## src/hdl/exposure_trigger_sequencer_pkg.sv

```systemverilog
// shared constants and types for the exposure trigger sequencer
package exposure_trigger_sequencer_pkg;

  // ------------------------------------------------------------------
  // register map
  // ------------------------------------------------------------------
  localparam logic [7:0] ADDR_CTRL     = 8'h00;
  localparam logic [7:0] ADDR_CMD      = 8'h04;
  localparam logic [7:0] ADDR_EXPOSURE = 8'h08;
  localparam logic [7:0] ADDR_LINE_LEN = 8'h0C;
  localparam logic [7:0] ADDR_LINE_GAP = 8'h10;
  localparam logic [7:0] ADDR_LINES    = 8'h14;
  localparam logic [7:0] ADDR_FRAME_GAP = 8'h18;
  localparam logic [7:0] ADDR_OFFSET   = 8'h1C;
  localparam logic [7:0] ADDR_STATUS   = 8'h20;

  // ------------------------------------------------------------------
  // field positions
  // ------------------------------------------------------------------
  localparam int CTRL_MODE_LSB   = 0;
  localparam int CTRL_STROBE_EN  = 3;
  localparam int CTRL_STROBE_GPO = 4;
  localparam int CTRL_GPO_LEVEL  = 5;
  localparam int CMD_ARM         = 0;
  localparam int CMD_DISABLE     = 1;

  // ------------------------------------------------------------------
  // reset values, synchroniser depth and trigger input count
  // ------------------------------------------------------------------
  localparam logic [31:0] RST_EXPOSURE  = 32'h0000_0064;
  localparam logic [15:0] RST_LINE_LEN  = 16'h0010;
  localparam logic [15:0] RST_LINE_GAP  = 16'h0004;
  localparam logic [15:0] RST_LINES     = 16'h0008;
  localparam logic [15:0] RST_FRAME_GAP = 16'h0008;
  localparam logic [7:0]  RST_OFFSET    = 8'h00;
  localparam int          SYNC_STAGES   = 3;
  localparam int          TRIG_INPUTS   = 2;

  // ------------------------------------------------------------------
  // types
  // ------------------------------------------------------------------
  typedef enum logic [2:0] {
    MODE_OVL_SHUTTER,
    MODE_OVL_EXTENDED,
    MODE_NON_OVERLAP,
    MODE_SINGLE,
    MODE_BULB
  } mode_t;

  typedef enum logic [2:0] {
    ST_IDLE,
    ST_ARMED,
    ST_EXPOSE,
    ST_READ,
    ST_OVERLAP
  } state_t;

  typedef struct packed {
    logic [2:0] mode;
    logic       strobe_en;
    logic       strobe_gpo;
    logic       gpo_level;
  } ctrl_t;

  typedef struct packed {
    logic [15:0] line_len;
    logic [15:0] line_gap;
    logic [15:0] lines;
    logic [15:0] frame_gap;
  } timing_t;

endpackage : exposure_trigger_sequencer_pkg

```

## src/hdl/exposure_trigger_sequencer.sv

```systemverilog
// exposure and readout sequencer with trigger, strobe and video timing
`timescale 1ns/1ps
`default_nettype none

// Functional notes
// - shuttered overlap mode waits armed for trigger fall, exposes, then overlaps
// - shutter sets exposure from software count; frame period stays readout time
// - continuous modes ignore further trigger edges until stopped
// - continuous run lasts until host disables; host may then re-arm
// - extended overlap: no shutter, frame period is the longer of exposure length and readout time
// - extended overlap keeps strobe low regardless of strobe enable
// - non-overlap mode alternates exposure and readout, never together
// - single mode: one exposure and readout per trigger, then armed again
// - single mode exposure length comes from the software exposure count
// - bulb exposes from trigger leading edge to trailing edge
// - bulb readout starts right after trailing edge, then back to armed
// - bulb ignores all trigger activity during readout
// - enabled strobe is high during exposure in supported modes, else low
// - strobe may be a general output whose level the host sets
// - line valid is high on valid pixels, low in line and frame gaps
// - frame valid stays high over all active lines, low between frames
// - trigger echo is an active-low buffered copy of the host trigger
// - auxiliary trigger acts like the host trigger, but is not copied to the trigger echo
// - black offset setting has 256 steps
module exposure_trigger_sequencer (
  input  wire logic        i_clk,
  input  wire logic        i_rst_n,
  input  wire logic [7:0]  i_addr,
  input  wire logic [31:0] i_wdata,
  input  wire logic        i_wr,
  input  wire logic        i_rd,
  output logic      [31:0] o_rdata,
  input  wire logic        i_cc1_trig_n,
  input  wire logic        i_aux_trig_n,
  output logic             o_trigger_echo_out_n,
  output logic             o_line_valid_out,
  output logic             o_frame_valid_out,
  output logic             o_strobe,
  output logic      [7:0]  o_black_offset
);

  // ------------------------------------------------------------------
  // registers
  // ------------------------------------------------------------------
  exposure_trigger_sequencer_pkg::ctrl_t   ctrl_q;
  exposure_trigger_sequencer_pkg::timing_t tim_q;
  exposure_trigger_sequencer_pkg::state_t  state_q;
  logic [31:0] exposure_q;
  logic [7:0]  offset_q;
  logic        cmd_arm;
  logic        cmd_disable;
  logic        mode_ovl;
  logic        mode_ext;
  logic        mode_non;
  logic        mode_single;
  logic        mode_bulb;

  assign cmd_arm     = i_wr && (i_addr == exposure_trigger_sequencer_pkg::ADDR_CMD)
                       && i_wdata[exposure_trigger_sequencer_pkg::CMD_ARM];
  assign cmd_disable = i_wr && (i_addr == exposure_trigger_sequencer_pkg::ADDR_CMD)
                       && i_wdata[exposure_trigger_sequencer_pkg::CMD_DISABLE];

  assign mode_ovl    = ctrl_q.mode == exposure_trigger_sequencer_pkg::MODE_OVL_SHUTTER;
  assign mode_ext    = ctrl_q.mode == exposure_trigger_sequencer_pkg::MODE_OVL_EXTENDED;
  assign mode_non    = ctrl_q.mode == exposure_trigger_sequencer_pkg::MODE_NON_OVERLAP;
  assign mode_single = ctrl_q.mode == exposure_trigger_sequencer_pkg::MODE_SINGLE;
  assign mode_bulb   = ctrl_q.mode == exposure_trigger_sequencer_pkg::MODE_BULB;

  always_ff @(posedge i_clk) begin
    if (!i_rst_n) begin
      ctrl_q          <= '0;
      exposure_q      <= exposure_trigger_sequencer_pkg::RST_EXPOSURE;
      tim_q.line_len  <= exposure_trigger_sequencer_pkg::RST_LINE_LEN;
      tim_q.line_gap  <= exposure_trigger_sequencer_pkg::RST_LINE_GAP;
      tim_q.lines     <= exposure_trigger_sequencer_pkg::RST_LINES;
      tim_q.frame_gap <= exposure_trigger_sequencer_pkg::RST_FRAME_GAP;
      offset_q        <= exposure_trigger_sequencer_pkg::RST_OFFSET;
    end else if (i_wr) begin
      case (i_addr)
        exposure_trigger_sequencer_pkg::ADDR_CTRL: begin
          ctrl_q.mode       <= i_wdata[2:0];
          ctrl_q.strobe_en  <= i_wdata[exposure_trigger_sequencer_pkg::CTRL_STROBE_EN];
          ctrl_q.strobe_gpo <= i_wdata[exposure_trigger_sequencer_pkg::CTRL_STROBE_GPO];
          ctrl_q.gpo_level  <= i_wdata[exposure_trigger_sequencer_pkg::CTRL_GPO_LEVEL];
        end
        exposure_trigger_sequencer_pkg::ADDR_EXPOSURE:  exposure_q      <= i_wdata;
        exposure_trigger_sequencer_pkg::ADDR_LINE_LEN:  tim_q.line_len  <= i_wdata[15:0];
        exposure_trigger_sequencer_pkg::ADDR_LINE_GAP:  tim_q.line_gap  <= i_wdata[15:0];
        exposure_trigger_sequencer_pkg::ADDR_LINES:     tim_q.lines     <= i_wdata[15:0];
        exposure_trigger_sequencer_pkg::ADDR_FRAME_GAP: tim_q.frame_gap <= i_wdata[15:0];
        exposure_trigger_sequencer_pkg::ADDR_OFFSET:    offset_q        <= i_wdata[7:0];
        default: ;
      endcase
    end
  end

  assign o_black_offset = offset_q;

  // ------------------------------------------------------------------
  // trigger synchronisers
  // ------------------------------------------------------------------
  localparam int TRIG_W = exposure_trigger_sequencer_pkg::TRIG_INPUTS;
  logic [TRIG_W-1:0] trig_raw;
  logic [TRIG_W-1:0] trig_lvl_q;
  logic              trig_n;
  logic              trig_prev_q;
  logic              trig_fall;
  logic              trig_rise;

  assign trig_raw = {i_aux_trig_n, i_cc1_trig_n};
  generate
    for (genvar g = 0; g < TRIG_W; g = g + 1) begin : g_sync
      logic [exposure_trigger_sequencer_pkg::SYNC_STAGES-1:0] sync_q;
      always_ff @(posedge i_clk) begin
        if (!i_rst_n) begin
          sync_q        <= '1;
          trig_lvl_q[g] <= 1'b1;
        end else begin
          sync_q <= {sync_q[1:0], trig_raw[g]};
          if (sync_q[1] == sync_q[2]) begin
            trig_lvl_q[g] <= sync_q[2];
          end
        end
      end
    end
  endgenerate

  // either input asserts the trigger
  assign trig_n    = &trig_lvl_q;
  assign trig_fall = trig_prev_q && !trig_n;
  assign trig_rise = !trig_prev_q && trig_n;

  always_ff @(posedge i_clk) begin
    if (!i_rst_n) begin
      trig_prev_q          <= 1'b1;
      o_trigger_echo_out_n <= 1'b1;
    end else begin
      trig_prev_q          <= trig_n;
      o_trigger_echo_out_n <= trig_lvl_q[0];
    end
  end

  // ------------------------------------------------------------------
  // readout engine
  // ------------------------------------------------------------------
  logic [31:0] frame_total;
  logic [31:0] line_period;
  logic [31:0] rd_left_q;
  logic [15:0] pix_q;
  logic [15:0] line_q;
  logic        rd_busy_q;
  logic        rd_start;
  logic        rd_done;
  logic        fv;

  assign line_period = 32'(tim_q.line_len) + 32'(tim_q.line_gap);
  assign frame_total = 32'(tim_q.lines) * line_period
                       + 32'(tim_q.frame_gap);
  assign rd_done     = rd_busy_q && (rd_left_q == 32'h0000_0001);

  always_ff @(posedge i_clk) begin
    if (!i_rst_n) begin
      rd_busy_q <= 1'b0;
      rd_left_q <= '0;
      pix_q     <= '0;
      line_q    <= '0;
    end else if (rd_start) begin
      rd_busy_q <= 1'b1;
      rd_left_q <= frame_total;
      pix_q     <= '0;
      line_q    <= '0;
    end else if (rd_busy_q) begin
      rd_left_q <= rd_left_q - 32'h0000_0001;
      if (rd_done) begin
        rd_busy_q <= 1'b0;
      end
      if (32'(pix_q) == line_period - 32'h0000_0001) begin
        pix_q  <= '0;
        line_q <= line_q + 16'h0001;
      end else begin
        pix_q <= pix_q + 16'h0001;
      end
    end
  end

  assign fv = rd_busy_q && (line_q < tim_q.lines);

  always_ff @(posedge i_clk) begin
    if (!i_rst_n) begin
      o_frame_valid_out <= 1'b0;
      o_line_valid_out  <= 1'b0;
    end else begin
      o_frame_valid_out <= fv;
      o_line_valid_out  <= fv && (pix_q < tim_q.line_len);
    end
  end

  // ------------------------------------------------------------------
  // exposure state machine
  // ------------------------------------------------------------------
  logic [31:0] exp_q;
  logic        exp_end;
  logic        exposing;

  assign exp_end = exp_q <= 32'h0000_0001;

  always_comb begin
    rd_start = 1'b0;
    case (state_q)
      exposure_trigger_sequencer_pkg::ST_EXPOSE: begin
        rd_start = mode_bulb ? trig_rise : exp_end;
      end
      exposure_trigger_sequencer_pkg::ST_OVERLAP: begin
        if (mode_ovl) begin
          rd_start = rd_done;
        end else begin
          rd_start = exp_end && !rd_busy_q;
        end
      end
      default: rd_start = 1'b0;
    endcase
    if (cmd_disable) begin
      rd_start = 1'b0;
    end
  end

  always_ff @(posedge i_clk) begin
    if (!i_rst_n) begin
      state_q <= exposure_trigger_sequencer_pkg::ST_IDLE;
      exp_q   <= '0;
    end else if (cmd_disable) begin
      state_q <= exposure_trigger_sequencer_pkg::ST_IDLE;
    end else begin
      case (state_q)
        exposure_trigger_sequencer_pkg::ST_IDLE: begin
          if (cmd_arm) begin
            state_q <= exposure_trigger_sequencer_pkg::ST_ARMED;
          end
        end
        exposure_trigger_sequencer_pkg::ST_ARMED: begin
          if (trig_fall) begin
            state_q <= exposure_trigger_sequencer_pkg::ST_EXPOSE;
            exp_q   <= exposure_q;
          end
        end
        exposure_trigger_sequencer_pkg::ST_EXPOSE: begin
          if (mode_bulb) begin
            if (trig_rise) begin
              state_q <= exposure_trigger_sequencer_pkg::ST_READ;
            end
          end else if (exp_end) begin
            exp_q <= exposure_q;
            if (mode_ovl || mode_ext) begin
              state_q <= exposure_trigger_sequencer_pkg::ST_OVERLAP;
            end else begin
              state_q <= exposure_trigger_sequencer_pkg::ST_READ;
            end
          end else begin
            exp_q <= exp_q - 32'h0000_0001;
          end
        end
        exposure_trigger_sequencer_pkg::ST_READ: begin
          // trigger edges are not looked at while reading out
          if (rd_done) begin
            if (mode_non) begin
              state_q <= exposure_trigger_sequencer_pkg::ST_EXPOSE;
              exp_q   <= exposure_q;
            end else begin
              state_q <= exposure_trigger_sequencer_pkg::ST_ARMED;
            end
          end
        end
        exposure_trigger_sequencer_pkg::ST_OVERLAP: begin
          // free running: triggers ignored until disabled
          if (mode_ext) begin
            if (rd_start) begin
              exp_q <= exposure_q;
            end else if (!exp_end) begin
              exp_q <= exp_q - 32'h0000_0001;
            end
          end
        end
        default: state_q <= exposure_trigger_sequencer_pkg::ST_IDLE;
      endcase
    end
  end

  // shuttered overlap exposes during the tail of each frame
  always_comb begin
    exposing = 1'b0;
    case (state_q)
      exposure_trigger_sequencer_pkg::ST_EXPOSE:  exposing = 1'b1;
      exposure_trigger_sequencer_pkg::ST_OVERLAP: begin
        exposing = mode_ext
                   || (rd_busy_q && (rd_left_q <= exposure_q));
      end
      default: exposing = 1'b0;
    endcase
  end

  // ------------------------------------------------------------------
  // strobe output
  // ------------------------------------------------------------------
  always_ff @(posedge i_clk) begin
    if (!i_rst_n) begin
      o_strobe <= 1'b0;
    end else if (ctrl_q.strobe_gpo) begin
      o_strobe <= ctrl_q.gpo_level;
    end else begin
      o_strobe <= ctrl_q.strobe_en && exposing && !mode_ext
                  && !cmd_disable;
    end
  end

  // ------------------------------------------------------------------
  // register read port
  // ------------------------------------------------------------------
  always_ff @(posedge i_clk) begin
    if (!i_rst_n) begin
      o_rdata <= '0;
    end else if (i_rd) begin
      case (i_addr)
        exposure_trigger_sequencer_pkg::ADDR_CTRL:
          o_rdata <= {26'h000_0000, ctrl_q.gpo_level, ctrl_q.strobe_gpo,
                      ctrl_q.strobe_en, ctrl_q.mode};
        exposure_trigger_sequencer_pkg::ADDR_EXPOSURE:
          o_rdata <= exposure_q;
        exposure_trigger_sequencer_pkg::ADDR_LINE_LEN:
          o_rdata <= {16'h0000, tim_q.line_len};
        exposure_trigger_sequencer_pkg::ADDR_LINE_GAP:
          o_rdata <= {16'h0000, tim_q.line_gap};
        exposure_trigger_sequencer_pkg::ADDR_LINES:
          o_rdata <= {16'h0000, tim_q.lines};
        exposure_trigger_sequencer_pkg::ADDR_FRAME_GAP:
          o_rdata <= {16'h0000, tim_q.frame_gap};
        exposure_trigger_sequencer_pkg::ADDR_OFFSET:
          o_rdata <= {24'h00_0000, offset_q};
        exposure_trigger_sequencer_pkg::ADDR_STATUS:
          o_rdata <= {25'h000_0000, trig_n, fv, exposing, rd_busy_q,
                      state_q};
        default: o_rdata <= '0;
      endcase
    end else begin
      o_rdata <= '0;
    end
  end

  // ------------------------------------------------------------------
  // assertions
  // ------------------------------------------------------------------
  arm_to_expose_a: assert property (@(posedge i_clk) disable iff (!i_rst_n)
    (state_q == exposure_trigger_sequencer_pkg::ST_ARMED && trig_fall
     && !cmd_disable) |=> state_q == exposure_trigger_sequencer_pkg::ST_EXPOSE)
    else $error("trigger fall did not start exposure");
  shutter_frame_a: assert property (@(posedge i_clk) disable iff (!i_rst_n)
    (state_q == exposure_trigger_sequencer_pkg::ST_OVERLAP && mode_ovl
     && rd_busy_q && !rd_done) |-> !rd_start)
    else $error("shuttered frame restarted early");
  run_holds_a: assert property (@(posedge i_clk) disable iff (!i_rst_n)
    (state_q == exposure_trigger_sequencer_pkg::ST_OVERLAP && !cmd_disable)
    |=> state_q == exposure_trigger_sequencer_pkg::ST_OVERLAP)
    else $error("continuous run left without disable");
  disable_idle_a: assert property (@(posedge i_clk) disable iff (!i_rst_n)
    cmd_disable |=> state_q == exposure_trigger_sequencer_pkg::ST_IDLE
                    && !rd_start && (!o_strobe || ctrl_q.strobe_gpo))
    else $error("disable not honoured");
  ext_strobe_a: assert property (@(posedge i_clk) disable iff (!i_rst_n)
    (mode_ext && !ctrl_q.strobe_gpo) ##1 (mode_ext && !ctrl_q.strobe_gpo)
    |-> !o_strobe)
    else $error("strobe active in extended mode");
  single_rearm_a: assert property (@(posedge i_clk) disable iff (!i_rst_n)
    (state_q == exposure_trigger_sequencer_pkg::ST_READ && rd_done
     && mode_single && !cmd_disable)
    |=> state_q == exposure_trigger_sequencer_pkg::ST_ARMED)
    else $error("single frame did not re-arm");
  bulb_readout_a: assert property (@(posedge i_clk) disable iff (!i_rst_n)
    (state_q == exposure_trigger_sequencer_pkg::ST_EXPOSE && mode_bulb
     && trig_rise && !cmd_disable)
    |=> state_q == exposure_trigger_sequencer_pkg::ST_READ && rd_busy_q)
    else $error("bulb readout did not start");
  bulb_ignore_a: assert property (@(posedge i_clk) disable iff (!i_rst_n)
    (state_q == exposure_trigger_sequencer_pkg::ST_READ && !rd_done
     && !cmd_disable) |=> state_q == exposure_trigger_sequencer_pkg::ST_READ)
    else $error("readout disturbed by trigger");
  strobe_off_a: assert property (@(posedge i_clk) disable iff (!i_rst_n)
    (!ctrl_q.strobe_en && !ctrl_q.strobe_gpo) |=> !o_strobe || $past(i_wr))
    else $error("strobe high while disabled");
  gpo_level_a: assert property (@(posedge i_clk) disable iff (!i_rst_n)
    ctrl_q.strobe_gpo |=> o_strobe == $past(ctrl_q.gpo_level))
    else $error("general output level wrong");
  line_in_frame_a: assert property (@(posedge i_clk) disable iff (!i_rst_n)
    o_line_valid_out |-> o_frame_valid_out)
    else $error("line valid outside frame");
  echo_copy_a: assert property (@(posedge i_clk) disable iff (!i_rst_n)
    ##1 o_trigger_echo_out_n == $past(trig_lvl_q[0]))
    else $error("trigger echo does not follow host trigger");
endmodule : exposure_trigger_sequencer
`default_nettype wire

```

## config.mk

```make
export PLATFORM = sky130hd
export DESIGN_NAME = exposure_trigger_sequencer
export DESIGN_NICKNAME = d
export VERILOG_FILES = /design/src/hdl/exposure_trigger_sequencer_pkg.sv /design/src/hdl/exposure_trigger_sequencer.sv
export SDC_FILE = /design/constraint.sdc
export NUM_CORES = 1
export LEC_CHECK = 0
export BUFFER_PORTS_ARGS = -buffer_cell sky130_fd_sc_hd__buf_2
export CAP_MARGIN = 20
export CORE_MARGIN = 2
export CORE_UTILIZATION = 55
export DETAILED_ROUTE_END_ITERATION = 10
export GPL_TIMING_DRIVEN = 1
export PLACE_DENSITY = 0.7
export SYNTH_ARGS = -nofsm -noshare
export SYNTH_HDL_FRONTEND = slang
export SYNTH_SLANG_ARGS = --single-unit
```

## constraint.sdc

```tcl
create_clock -name i_clk -period 11.3 [get_ports i_clk]
set_clock_uncertainty 0.15 [all_clocks]
set_input_delay 3.39 -clock i_clk [delete_from_list [all_inputs] [get_ports i_clk]]
set_output_delay 3.39 -clock i_clk [all_outputs]
set_load 0.05 [all_outputs]
```

==> results.md <==
* Worst hold margin at 259.1 ps
* Initial core utilization at 55.41%
* Hold Vio Cnt, Final at 0
* Syn-to-layout area delta at 8.387%
* Layout cell share with drive strength beyond 1 at 7.876%
* Slew Limit Fails at 0
* Fin nets at 3370
* Aggregate global routing overflow at 0
* Crit-path slowest cell: xor2_1
* Largest family of logic cells by synthesized area: adder cells
* Commonest non-fill, non-tap cell in the layout: nand2_1
* Core area at 42890 um2
* RSZ-0062 raised after global routing: no
* Crit end category: register
* Die height at 211.9 um
* Post-CTS Setup Bufs at 0
* Worst path most repeated cell: fa_1
* Worst vdd ir at 0.1097 mV
* Max cap viols at 0
* GP Congestion at 0.9517
* Combinational group share of total power at 3.6%
* Simple-gate share of the synthesized area at 20.48%
* Final setup violation count at 0
* Post-Layout Cell Count at 3518
* First DRT Iteration DRCs at 1896
* CTS Buf Count at 29
* Root Buffer: clkbuf_16
* GRT Util Overall at 33.67%
* Mapped Cells at 2895
* Clock Power Share at 51.5%
* Rows at 76
* I/O Buffers at 89
* Most frequent cells in the layout: nand2_1, inv_1, dfxtp_1
* Status: complete, no violations
* Largest net degree at the start of global routing at 100
* Worst Hold Class: reg2reg
* Power Density at 78.06 nW/um2
* Least-Margin Pin Slew at 1118 ps
* WP data required at 11580 ps
* First-pass GRT wire length at 116200 um
* EDFF count, synth at 0
* WS Path Type: reg2reg
* Synth Warn # at 0
* Tmin final at 9350 ps
* Post-route clock period utilization at 82.74%
* Int Power at 1.546 mW
* Syn nets at 3354
* Total power at 2.011 mW
* CTS tree: done
* Horiz. Die Dim at 211.9 um
* Post-CTS sizing at 0
* Clk slew on worst S/H paths at 70 ps
* Mapped Avg Cell Area at 8.209 um2
* Ports at 90
* Synth cell types at 94
* Post-synthesis mux area share at 0.2948%
* Synthesis-stage register bit count at 255
* Die area at 44890 um2
* XOR/XNOR Fraction of Synth Area at 3.864%
* WL final at 74830 um
* Max stage delay on crit path at 840 ps
* Sequential-to-total area share from yosys stat at 21.48%
* Hold buffers post-CTS at 0
* Compound-Gate Fraction of Synth Area at 16.67%
* Mapped cell area at 23770 um2
* Leak at 11.62 nW
* WP data arrival at 9630 ps
* Setup TNS at 0 ps
* Antenna violations before repair at 0
* Synth Area in Adders at 28.82%
* Setup crit start kind: register
* Number of vias per cell at 5.960
* Slew margin rel. at 24.94%
* Pre-antenna DRT Iters at 6
* Wire per inst at 21.27 um
* Number of global-route vias before repair at 20.71k
* Clock Latency Late Sink at 600 ps
* Antenna cells at 0
* Share of flip-flops with an asynchronous set or reset at 0%
* Reg power frac at 44.9%
* NetSw at 0.4648 mW
* Dpl cells at 3463
* DRT antenna net count at 0
* Routed vias at 20.97k
* Sw frac at 23.12%
* Post-route DRC violation count at 0
* Worst-path maximum fanout at 9
* Bufs on Longest Clock Path at 3
* H-tree depth at 1
* Detail Placement HPWL at 56720 um
* Fmax at 0.1070 GHz
* Top FF cell, synth: dfxtp_1
* # clock sinks at 255
through the flow:
| stage | setup WS [ps] | instance area, um2 | utilization, % |
|---|---|---|---|
| global placement | 2302 | 24690 | 57.56 |
| global route | 1414 | 25760 | 60.06 |
| detailed placement | 2107 | 24690 | 57.56 |
| floorplan | 3174 | 23770 | - |
| CTS | 2021 | 25740 | 60.01 |
| finish | 1950 | 25760 | 60.06 |
state kept, by name (all words and copies together) (netlist names), 2 cells and up:
name,cells
exp_q,32
line_q,16
rd_left_q,32
trig_lvl_q,2
ctrl_q,6
state_q,3
o_black_offset,8
g_sync.sync_q,6
o_rdata,32
tim_q,64
exposure_q,32
pix_q,16
critical path, delay by kind of cell (launching register included):
family,cells,cell delay (ps)
mux,1,310
compound gates,9,1970
buf+inv,4,220
xor+xnor,2,990
simple gates,6,990
flops,1,390
fa+ha+maj,9,4130
cells in the mapped netlist, types with 7 or more instances:
cell type / instances / area, um2
nand2_1: 457 / 1715
inv_1: 373 / 1400
dfxtp_1: 255 / 5105
fa_1: 224 / 4484
nor2_1: 199 / 747.0
ha_1: 189 / 2365
clkbuf_1: 121 / 454.2
a21boi_0: 110 / 825.8
a21oi_1: 88 / 440.4
and2_1: 84 / 525.5
xnor2_1: 64 / 560.5
nor3_1: 58 / 290.3
o21ai_0: 54 / 270.3
nand3_1: 52 / 260.3
a22oi_1: 39 / 292.8
xor2_1: 39 / 341.6
a21o_1: 38 / 285.3
a31oi_1: 37 / 231.5
nand2b_1: 36 / 225.2
o211ai_1: 25 / 187.7
nor4_1: 23 / 143.9
nand4_1: 22 / 137.6
o21a_1: 20 / 150.1
o211a_1: 19 / 190.2
nor2b_1: 16 / 100.1
or4_1: 15 / 112.6
and3_1: 14 / 87.58
buf_2: 14 / 70.07
o21ai_1: 14 / 70.07
or3_1: 14 / 87.58
o221a_2: 13 / 146.4
a41oi_1: 11 / 96.34
a211oi_1: 10 / 75.07
or2_2: 9 / 56.30
a32oi_1: 7 / 61.31
clkinv_1: 7 / 26.28
mux2i_1: 7 / 70.07
nor3b_1: 7 / 52.55
o311ai_0: 7 / 61.31
layout make-up:
| type | instances | area [um2] |
|---|---|---|
| tap | 585 | 732.0 |
| multi-input combinational | 2118 | 16710 |
| clock buffer | 38 | 849.6 |
| timing repair buffer | 126 | 733.2 |
| sequential | 255 | 5105 |
| clock inverter | 15 | 200.2 |
| fill | 3810 | 17130 |
| inverter | 381 | 1430 |
power by group through the flow:
| stage | combinational (mW) | sequential (mW) | clock, mW |
|---|---|---|---|
| 6_report | 0.0715 | 0.904 | 1.04 |
| 5_1_grt | 0.0771 | 0.903 | 1.08 |
| 4_1_cts | 0.0701 | 0.904 | 1.04 |
| 3_5_place_dp | 0.0696 | 0.924 | 0 |
| 3_3_place_gp | 0.0687 | 0.924 | 0 |
| 2_1_floorplan | 0.0411 | 0.923 | 0 |
path summary, 6_finish.rpt:
path                                                startpoint  slack [ps]                              to  cells past startpoint
worst min register to register  g_sync[1].sync_q[0]$_SDFF_PN1_         260  g_sync[1].sync_q[1]$_SDFF_PN1_                      1
worst max register to register          tim_q[48]$_SDFFE_PN0P_        1950      rd_left_q[30]$_SDFFE_PN0P_                     31
worst min-delay path            g_sync[1].sync_q[0]$_SDFF_PN1_         260  g_sync[1].sync_q[1]$_SDFF_PN1_                      1
worst max-delay path                    tim_q[48]$_SDFFE_PN0P_        1950      rd_left_q[30]$_SDFFE_PN0P_                     31
layer usage:
layer / vias up / wire [um] / GRT usage (%)
met5: - / 0 / 0
met4: 0 / 4068 / 15.59
met3: 221 / 6780 / 6.142
met2: 970 / 33820 / 54.76
met1: 10140 / 30160 / 43.61
li1: 9635 / - / -
kinds of logic (layout without fill, tap and decap cells):
family | after synthesis | in the layout
flip-flops | 255 | 255
AO/OA/AOI/OAI | 556 | 556
AND/OR/NAND/NOR | 1038 | 1038
multiplexers | 7 | 7
buffers and inverters | 522 | 560
adder cells (fa/ha/maj) | 413 | 413
XOR/XNOR | 104 | 104
(Power assumes the default switching activity.)
